==> config.mk <==
export PLATFORM = sky130hd
export DESIGN_NAME = ddrwc_dev_flat
export DESIGN_NICKNAME = d
export VERILOG_FILES = /design/src/rtl/ddrwc_pkg.sv /design/src/rtl/ddrwc_if.sv /design/src/rtl/ddrwc_dev.sv /design/src/flat_wrapper.sv
export SDC_FILE = /design/constraint.sdc
export NUM_CORES = 1
export LEC_CHECK = 0
export ABC_AREA = 1
export BUFFER_PORTS_ARGS = -buffer_cell sky130_fd_sc_hd__clkbuf_2
export CAP_MARGIN = 20
export CORE_MARGIN = 2
export CORE_UTILIZATION = 59
export CTS_CLUSTER_SIZE = 10
export DETAILED_ROUTE_END_ITERATION = 8
export PLACE_DENSITY = 0.84
export RECOVER_POWER = 100
export SETUP_SLACK_MARGIN = 0.3
export SLEW_MARGIN = 15
export SYNTH_ARGS = -nofsm -noshare
export SYNTH_HDL_FRONTEND = slang
export SYNTH_SLANG_ARGS = --single-unit
==> constraint.sdc <==
create_clock -name core_clk -period 5.1 [get_ports core_clk]
set_clock_uncertainty 0.05 [all_clocks]
set_input_delay 0.255 -clock core_clk [delete_from_list [all_inputs] [get_ports core_clk]]
set_output_delay 0.255 -clock core_clk [all_outputs]
set_load 0.01 [all_outputs]
==> src/rtl/ddrwc_pkg.sv <==
package ddrwc_pkg;
	localparam int ADDR_W = 32;
	localparam int LEN_W = 8;
	localparam int STAT_W = 3;
	localparam int REG_AW = 8;
	localparam int DATA_W = 32;
	// register byte offsets
	localparam logic [7:0] OFF_CHECK_CONTROL = 8'h00;
	localparam logic [7:0] OFF_IRQ_RAW_STATUS = 8'h04;
	localparam logic [7:0] OFF_IRQ_ENABLE_SET = 8'h08;
	localparam logic [7:0] OFF_IRQ_ENABLE_CLR = 8'h0c;
	localparam logic [7:0] OFF_RANGE_BASE = 8'h10;
	localparam logic [7:0] OFF_RANGE_LIMIT = 8'h14;
	localparam logic [7:0] OFF_ERROR_ADDR = 8'h18;
	// field positions
	localparam int MERGE_WRITE_ENABLE_BIT = 0;
	localparam int WRITE_CHECK_ERROR_BIT = 0;
	// reset values
	localparam logic [31:0] RANGE_BASE_RST = 32'h0000_0000;
	localparam logic [31:0] RANGE_LIMIT_RST = 32'hffff_ffff;
	// quantum is one 64-bit word: low three address and length bits
	localparam int QUANT_LSB = 3;
	localparam logic [7:0] L2_LINE_BYTES = 8'h80;
	localparam logic [7:0] L1D_LINE_BYTES = 8'h40;
	localparam logic [7:0] BOUND_BYTES = 8'h01;
	// write status codes on the status line
	localparam logic [2:0] WSTAT_OK = 3'h0;
	localparam logic [2:0] WSTAT_SUB_QUANTA = 3'h1;
	// master capture code for a data error
	localparam logic [2:0] BERR_DATA = 3'h4;
	typedef enum logic [2:0] {
		OP_BLOCK_WB = 3'b000,
		OP_BLOCK_WBINV = 3'b001,
		OP_GLOBAL_WB = 3'b010,
		OP_GLOBAL_WBINV = 3'b011,
		OP_DIRECT = 3'b100
	} ddrwc_op_t;
	typedef enum logic [1:0] {
		M_IDLE = 2'b00,
		M_ISSUE = 2'b01,
		M_WAIT = 2'b10
	} ddrwc_mst_state_t;
endpackage

==> src/rtl/ddrwc_if.sv <==
`timescale 1ns/1ps
interface ddrwc_if;
	logic wr_valid;
	logic [31:0] wr_addr;
	logic [7:0] wr_bytes;
	logic wr_be_none;
	logic st_valid;
	logic [2:0] st_code;
	modport dev
	(
		input wr_valid,
		input wr_addr,
		input wr_bytes,
		input wr_be_none,
		output st_valid,
		output st_code
	);
	modport mst
	(
		output wr_valid,
		output wr_addr,
		output wr_bytes,
		output wr_be_none,
		input st_valid,
		input st_code
	);
endinterface

==> src/rtl/ddrwc_dev.sv <==
// What this block does
// - aligned whole-word writes in range raise nothing
// - cache writes back whole 128/64 byte lines
// - block writeback ends with enable-less byte
// - no merge: bad write sets raw error bit
// - enable-less write never reaches the memory
// - no merge: sub-quanta write in range returns nonzero status; master logs
// - irq only when enable bit is set; master berr_irq ignores it
// - global writebacks issue no bounding byte
// - master capture holds only the first error
// - merge enable: bad writes merged, no error
// - both flags stay until software clears them
// - one shared error interrupt output
//
// The register offsets and the plain strobed port were chosen for this implementation.
`timescale 1ns/1ps
module ddrwc_dev
	import ddrwc_pkg::*;
(
	input wire logic core_clk,
	input wire logic rst_n,
	ddrwc_if.dev bus,
	input wire logic [7:0] reg_addr,
	input wire logic [31:0] reg_wdata,
	input wire logic reg_wr,
	input wire logic reg_rd,
	output logic [31:0] reg_rdata,
	output logic irq,
	output logic mem_we,
	output logic [31:0] mem_addr,
	output logic [7:0] mem_bytes,
	output logic mem_merge
);
	function automatic logic ddrwc_hit(input logic [7:0] a,
		input logic [7:0] off, input logic strobe);
		ddrwc_hit = strobe && (a == off);
	endfunction

	logic merge_en_ff;
	logic nxt_merge_en;
	logic raw_ff;
	logic nxt_raw;
	logic en_ff;
	logic nxt_en;
	logic [31:0] base_ff;
	logic [31:0] nxt_base;
	logic [31:0] limit_ff;
	logic [31:0] nxt_limit;
	logic [31:0] err_addr_ff;
	logic [31:0] nxt_err_addr;
	logic [31:0] rdata_ff;
	logic [31:0] nxt_rdata;
	logic st_valid_ff;
	logic nxt_st_valid;
	logic [2:0] st_code_ff;
	logic [2:0] nxt_st_code;
	logic mem_we_ff;
	logic nxt_mem_we;
	logic [31:0] mem_addr_ff;
	logic [31:0] nxt_mem_addr;
	logic [7:0] mem_bytes_ff;
	logic [7:0] nxt_mem_bytes;
	logic mem_merge_ff;
	logic nxt_mem_merge;

	logic in_range;
	logic aligned;
	logic violation;
	logic flag_err;
	logic raw_w1c;

	always_comb
	begin
		in_range = (bus.wr_addr >= base_ff) && (bus.wr_addr <= limit_ff);
		// an enable-less byte is never a whole word
		aligned = (bus.wr_addr[QUANT_LSB-1:0] == 3'h0)
			&& (bus.wr_bytes[QUANT_LSB-1:0] == 3'h0)
			&& (bus.wr_bytes != 8'h00) && !bus.wr_be_none;
		violation = bus.wr_valid && in_range && !aligned;
		flag_err = violation && !merge_en_ff;
		raw_w1c = ddrwc_hit(reg_addr, OFF_IRQ_RAW_STATUS, reg_wr)
			&& reg_wdata[WRITE_CHECK_ERROR_BIT];
	end

	always_comb
	begin
		nxt_merge_en = merge_en_ff;
		nxt_en = en_ff;
		nxt_base = base_ff;
		nxt_limit = limit_ff;
		nxt_rdata = 32'h0000_0000;
		if (ddrwc_hit(reg_addr, OFF_CHECK_CONTROL, reg_wr))
		begin
			nxt_merge_en = reg_wdata[MERGE_WRITE_ENABLE_BIT];
		end
		if (ddrwc_hit(reg_addr, OFF_IRQ_ENABLE_SET, reg_wr)
			&& reg_wdata[WRITE_CHECK_ERROR_BIT])
		begin
			nxt_en = 1'b1;
		end
		if (ddrwc_hit(reg_addr, OFF_IRQ_ENABLE_CLR, reg_wr)
			&& reg_wdata[WRITE_CHECK_ERROR_BIT])
		begin
			nxt_en = 1'b0;
		end
		if (ddrwc_hit(reg_addr, OFF_RANGE_BASE, reg_wr))
		begin
			nxt_base = reg_wdata;
		end
		if (ddrwc_hit(reg_addr, OFF_RANGE_LIMIT, reg_wr))
		begin
			nxt_limit = reg_wdata;
		end
		if (reg_rd)
		begin
			case (reg_addr)
				OFF_CHECK_CONTROL:
					nxt_rdata = {31'h0000_0000, merge_en_ff};
				OFF_IRQ_RAW_STATUS:
					nxt_rdata = {31'h0000_0000, raw_ff};
				OFF_IRQ_ENABLE_SET,
				OFF_IRQ_ENABLE_CLR:
					nxt_rdata = {31'h0000_0000, en_ff};
				OFF_RANGE_BASE:
					nxt_rdata = base_ff;
				OFF_RANGE_LIMIT:
					nxt_rdata = limit_ff;
				OFF_ERROR_ADDR:
					nxt_rdata = err_addr_ff;
				default:
					nxt_rdata = 32'h0000_0000;
			endcase
		end
	end

	always_comb
	begin
		// set beats a same-cycle write-one-to-clear
		nxt_raw = (raw_ff && !raw_w1c) || flag_err;
		nxt_err_addr = err_addr_ff;
		// only the first error address is kept until cleared
		if (flag_err && (!raw_ff || raw_w1c))
		begin
			nxt_err_addr = bus.wr_addr;
		end
	end

	always_comb
	begin
		nxt_st_valid = bus.wr_valid;
		nxt_st_code = WSTAT_OK;
		if (flag_err)
		begin
			nxt_st_code = WSTAT_SUB_QUANTA;
		end
		// enable-less writes are dropped: data and check bits untouched
		nxt_mem_we = bus.wr_valid && !bus.wr_be_none;
		nxt_mem_addr = mem_addr_ff;
		nxt_mem_bytes = mem_bytes_ff;
		nxt_mem_merge = 1'b0;
		if (bus.wr_valid && !bus.wr_be_none)
		begin
			nxt_mem_addr = bus.wr_addr;
			nxt_mem_bytes = bus.wr_bytes;
			// without merging the word goes out as is; check bits
			// for partial words are then stale, which is why it flags
			nxt_mem_merge = violation && merge_en_ff;
		end
	end

	always_ff @(posedge core_clk or negedge rst_n)
	begin
		if (!rst_n)
		begin
			merge_en_ff <= 1'b0;
			raw_ff <= 1'b0;
			en_ff <= 1'b0;
			base_ff <= RANGE_BASE_RST;
			limit_ff <= RANGE_LIMIT_RST;
			err_addr_ff <= 32'h0000_0000;
			rdata_ff <= 32'h0000_0000;
			st_valid_ff <= 1'b0;
			st_code_ff <= WSTAT_OK;
			mem_we_ff <= 1'b0;
			mem_addr_ff <= 32'h0000_0000;
			mem_bytes_ff <= 8'h00;
			mem_merge_ff <= 1'b0;
		end
		else
		begin
			merge_en_ff <= nxt_merge_en;
			raw_ff <= nxt_raw;
			en_ff <= nxt_en;
			base_ff <= nxt_base;
			limit_ff <= nxt_limit;
			err_addr_ff <= nxt_err_addr;
			rdata_ff <= nxt_rdata;
			st_valid_ff <= nxt_st_valid;
			st_code_ff <= nxt_st_code;
			mem_we_ff <= nxt_mem_we;
			mem_addr_ff <= nxt_mem_addr;
			mem_bytes_ff <= nxt_mem_bytes;
			mem_merge_ff <= nxt_mem_merge;
		end
	end

	assign bus.st_valid = st_valid_ff;
	assign bus.st_code = st_code_ff;
	assign reg_rdata = rdata_ff;
	// single line for every requester; software sorts out the source
	assign irq = raw_ff && en_ff;
	assign mem_we = mem_we_ff;
	assign mem_addr = mem_addr_ff;
	assign mem_bytes = mem_bytes_ff;
	assign mem_merge = mem_merge_ff;
endmodule

==> src/flat_wrapper.sv <==
// flat-port wrapper written by rule: the top's interface ports become plain ports
module ddrwc_dev_flat import ddrwc_pkg::*;
  (core_clk, rst_n, reg_addr, reg_wdata, reg_wr, reg_rd, reg_rdata, irq, mem_we, mem_addr, mem_bytes, mem_merge, bus_wr_valid, bus_wr_addr, bus_wr_bytes, bus_wr_be_none, bus_st_valid, bus_st_code);
  ddrwc_if bus_i ();
  input wire logic core_clk;
  input wire logic rst_n;
  input wire logic [7:0] reg_addr;
  input wire logic [31:0] reg_wdata;
  input wire logic reg_wr;
  input wire logic reg_rd;
  output logic [31:0] reg_rdata;
  output logic irq;
  output logic mem_we;
  output logic [31:0] mem_addr;
  output logic [7:0] mem_bytes;
  output logic mem_merge;
  input wire logic [$bits(bus_i.wr_valid)-1:0] bus_wr_valid;
  input wire logic [$bits(bus_i.wr_addr)-1:0] bus_wr_addr;
  input wire logic [$bits(bus_i.wr_bytes)-1:0] bus_wr_bytes;
  input wire logic [$bits(bus_i.wr_be_none)-1:0] bus_wr_be_none;
  output wire logic [$bits(bus_i.st_valid)-1:0] bus_st_valid;
  output wire logic [$bits(bus_i.st_code)-1:0] bus_st_code;
  assign bus_i.wr_valid = bus_wr_valid;
  assign bus_i.wr_addr = bus_wr_addr;
  assign bus_i.wr_bytes = bus_wr_bytes;
  assign bus_i.wr_be_none = bus_wr_be_none;
  assign bus_st_valid = bus_i.st_valid;
  assign bus_st_code = bus_i.st_code;
  ddrwc_dev u_core (.core_clk(core_clk), .rst_n(rst_n), .bus(bus_i), .reg_addr(reg_addr), .reg_wdata(reg_wdata), .reg_wr(reg_wr), .reg_rd(reg_rd), .reg_rdata(reg_rdata), .irq(irq), .mem_we(mem_we), .mem_addr(mem_addr), .mem_bytes(mem_bytes), .mem_merge(mem_merge));
endmodule
==> impl_metrics.py <==
metrics = {
    "status": {
        "outcome": "complete, but fails checks",
        "violations": "max-capacitance violations, max-slew violations",
    },
    "yosys": {
        "ys_seq_area_share_pct": 50.09,
        "syn_area_per_cell_sq_um": 8.435,
        "ys_async_sr_fraction_pct": 100.0,
        "synthXorXnorAreaFrac_pct": 0,
        "yosys.area_share.simple_pct": 22.63,
        "yosysWarnings": 0,
        "yosys.area_share.adder_pct": 9.075,
        "synthesis.area_sq_um": 8823,
        "synth-compound-area-share_pct": 9.855,
        "synth_top_family_by_area": "simple AND/OR/NAND/NOR gates",
        "synth_cells": 1046,
        "ys.flop_type": "dfrtp_1",
        "synth-seq-cells": 175,
        "synth_enable_flop_cells": 0,
        "synthMuxAreaShare_pct": 0,
        "ys_types": 40,
    },
    "critical_path": {
        "cp-end-kind": "register",
        "critPathMaxFanout": 64,
        "critPathRequiredTime_ps": 5350,
        "cp-start-kind": "input pin",
        "path_cells": "clkbuf_2 -> or2_0 -> nor3_1 -> nand2_1 -> inv_1 -> nand2_1 -> o21ai_0",
        "crit_top_cell": "nand2_1",
        "slowest_stage": "nand2_1",
        "critPathArrivalTime_ps": 4080,
        "max_stage_delay_ps": 1350,
        "crit_type": "input pin to register",
        "timing.critical_path.buf_inv": 2,
        "path_delay_family": "simple AND/OR/NAND/NOR gates",
    },
    "final_layout": {
        "drive_above_1_share_pct": 12.54,
        "fin_area_sq_um": 10470,
        "area_delta_synth_final_pct": 18.70,
        "diodes": 0,
        "nNetsFinal": 1373,
    },
    "timing": {
        "finalHoldViolCount": 0,
        "slew_violations": 243,
        "fin_crit_sh_pct": 75.06,
        "fmax_ghz": 0.2612,
        "fin_crit_ps": 3828,
        "rsz0062_at_grt": "false",
        "relSlewSlack_pct": -75.96,
        "final.setup.tns_ps": 0,
        "finalSetupViolations": 0,
        "tightest_slew_ps": 2639,
    },
    "power_and_ir_drop": {
        "power_density_nw_per_um2": 332.6,
        "combinationalPowerShare_pct": 13.6,
        "p_switching_mw": 0.9370,
        "pwr-share-clk_pct": 38.9,
        "swShare_pct": 26.90,
        "leakagePower_nw": 5.036,
        "ir_drop_mv": 0.2527,
        "p_int_mw": 2.546,
        "power_mw": 3.483,
        "pwr-share-seq_pct": 47.5,
    },
    "placement": {
        "numPortBuffers": 162,
        "dpl.hpwl_mm": 14.84,
        "place_congestion": 0.8766,
        "dpl-instance-area_sq_um": 9699,
    },
    "grt": {
        "grt_pass1_wl_mm": 39.19,
        "overflow": 0,
        "antenna_found_initial": 0,
        "grt.total_usage_pct": 31.23,
        "grt_pass1_vias": 7953,
        "grt_start_max_net_pins": 85,
    },
    "cts": {
        "h-tree-depth": 4,
        "worstSkewPairLatency_ps": 440,
        "clk_path_buf_depth": 2,
        "cts_tree": "built",
        "cts_sinks": 175,
        "cts.clk_slew.worst_paths_ps": 60,
        "cts_resized": 0,
        "clockRootBuffer": "clkbuf_16",
        "cts_setup_buffers": 0,
        "holdBufCountCts": 31,
        "numCtsBuffers": 17,
    },
    "die": {
        "num_rows": 44,
        "io_pins": 165,
        "fp.dieW_um": 126.3,
        "dieHeight_um": 126.3,
        "design.die.area_sq_um": 15950,
        "core_sq_um": 14590,
        "start_util_pct": 60.48,
    },
    "route": {
        "route.detailed.drc": 0,
        "route.met2.wl_mm": 11.60,
        "dr.pass1.iters": 5,
        "first_iter_violations": 648,
        "wl_met1_mm": 9.856,
        "wl_met3_mm": 1.816,
        "wirelength_mm": 23.97,
        "antenna_left": 0,
        "wire_per_inst_um": 16.88,
        "top_layer": "met4",
        "vias": 7961,
        "vias_per_cell": 5.606,
    },
    "flow_run": {
        "max_cap_viol_count": 5,
    },
    "worst_hold_path": {
        "hp-class": "input pin to register",
    },
}
==> cells in the mapped netlist, types with 4 or more instances <==
master    count  area share [%]
o21a_1        4            0.34
buf_6         6            0.77
clkbuf_1     18            0.77
nor3_1        4            0.23
buf_2        19             1.1
nand3_1       7            0.40
dfstp_2      32             9.5
ha_1         64             9.1
o21ai_1      66             3.7
nand4_1      37             2.6
o21ai_0       7            0.40
o22ai_1       5            0.35
nor2_1       60             2.6
a221oi_1     16             1.6
dfrtp_1     143              41
nand2_1     359              15
a21oi_1      32             1.8
inv_1       124             5.3
a31oi_1      11            0.78
==> layer usage <==
metal	vias up	track usage, %
met4	0	14.41
li1	3717	-
met2	376	50.41
met3	65	6.326
met5	-	0
met1	3803	41.04
==> logic make-up after synthesis <==
| logic type | Yosys count |
|---|---|
| AO/OA/AOI/OAI | 149 |
| adder cells (fa/ha/maj) | 64 |
| buffers and inverters | 175 |
| flip-flops | 175 |
| other | 1 |
| AND/OR/NAND/NOR | 482 |
==> path summary, 6_finish.rpt <==
check | endpoint | cells past startpoint | start | slack, ps
min in group asynchronous | u_core.mem_bytes[7] | 2 | rst_n | 380
worst min register to register | u_core.mem_addr[23] | 2 | u_core.mem_addr[23] | 420
worst max-delay path | u_core.base_ff[20] | 7 | reg_addr[1] | 1270
worst max register to register | u_core.err_addr_ff[21] | 13 | u_core.limit_ff[31] | 2100
max in group asynchronous | u_core.mem_merge | 3 | rst_n | 1650
worst min-delay path | u_core.en_ff | 2 | reg_addr[2] | 10
==> power by group through the flow <==
stage          logic (mW)  clock network, mW  registers, mW
5_1_grt             0.543               1.42           1.67
6_report            0.473               1.36           1.65
3_5_place_dp        0.460                  0           1.67
4_1_cts             0.488               1.36           1.65
2_1_floorplan       0.258                  0           1.67
3_3_place_gp        0.439                  0           1.66
==> stage by stage <==
| step | hold WS, ps | utilization [%] | worst slack [ps] | instances |
|---|---|---|---|---|
| final | 9.606 | 71.79 | 1272 | 1420 |
| after global routing | 22.70 | 71.79 | 1022 | 1420 |
| after CTS | 2.300 | 72.80 | 2255 | 1419 |
| after detailed placement | 296.0 | 66.48 | 2073 | 1356 |
| after global placement | 298.7 | 66.48 | 2206 | 1356 |
| after floorplan | -90.59 | - | 3082 | 1047 |
==> sequential cells by signal, indices dropped and copies added (netlist names) <==
name,cells
u_core.mem_merge,1
u_core.mem_we,1
u_core.mem_bytes,8
u_core.en_ff,1
u_core.base_ff,32
u_core.limit_ff,32
u_core.raw_ff,1
u_core.mem_addr,32
u_core.bus.st_code,1
u_core.err_addr_ff,32
u_core.merge_en_ff,1
u_core.reg_rdata,32
u_core.bus.st_valid,1
==> placed cells by master, fill, tap and decap left out, drive strengths merged, types with 32 or more instances in the layout <==
cell type / Yosys / final
inv: 127 / 125
ha: 64 / 64
dfstp: 32 / 32
nor2: 62 / 62
nand2: 361 / 361
o21ai: 74 / 74
nand4: 38 / 38
dfrtp: 143 / 143
clkbuf: 18 / 189
a21oi: 34 / 34
==> final cells by class <==
class / count / area [sq um]
clock buffers: 23 / 478.0
fillers: 1121 / 4115
well taps: 184 / 230.2
repair buffers: 202 / 1079
inverters: 130 / 488.0
multi-input cells: 697 / 3647
clock inverters: 9 / 132.6
flip-flops and latches: 175 / 4419
Note: power is estimated with default switching activity, not from simulation.
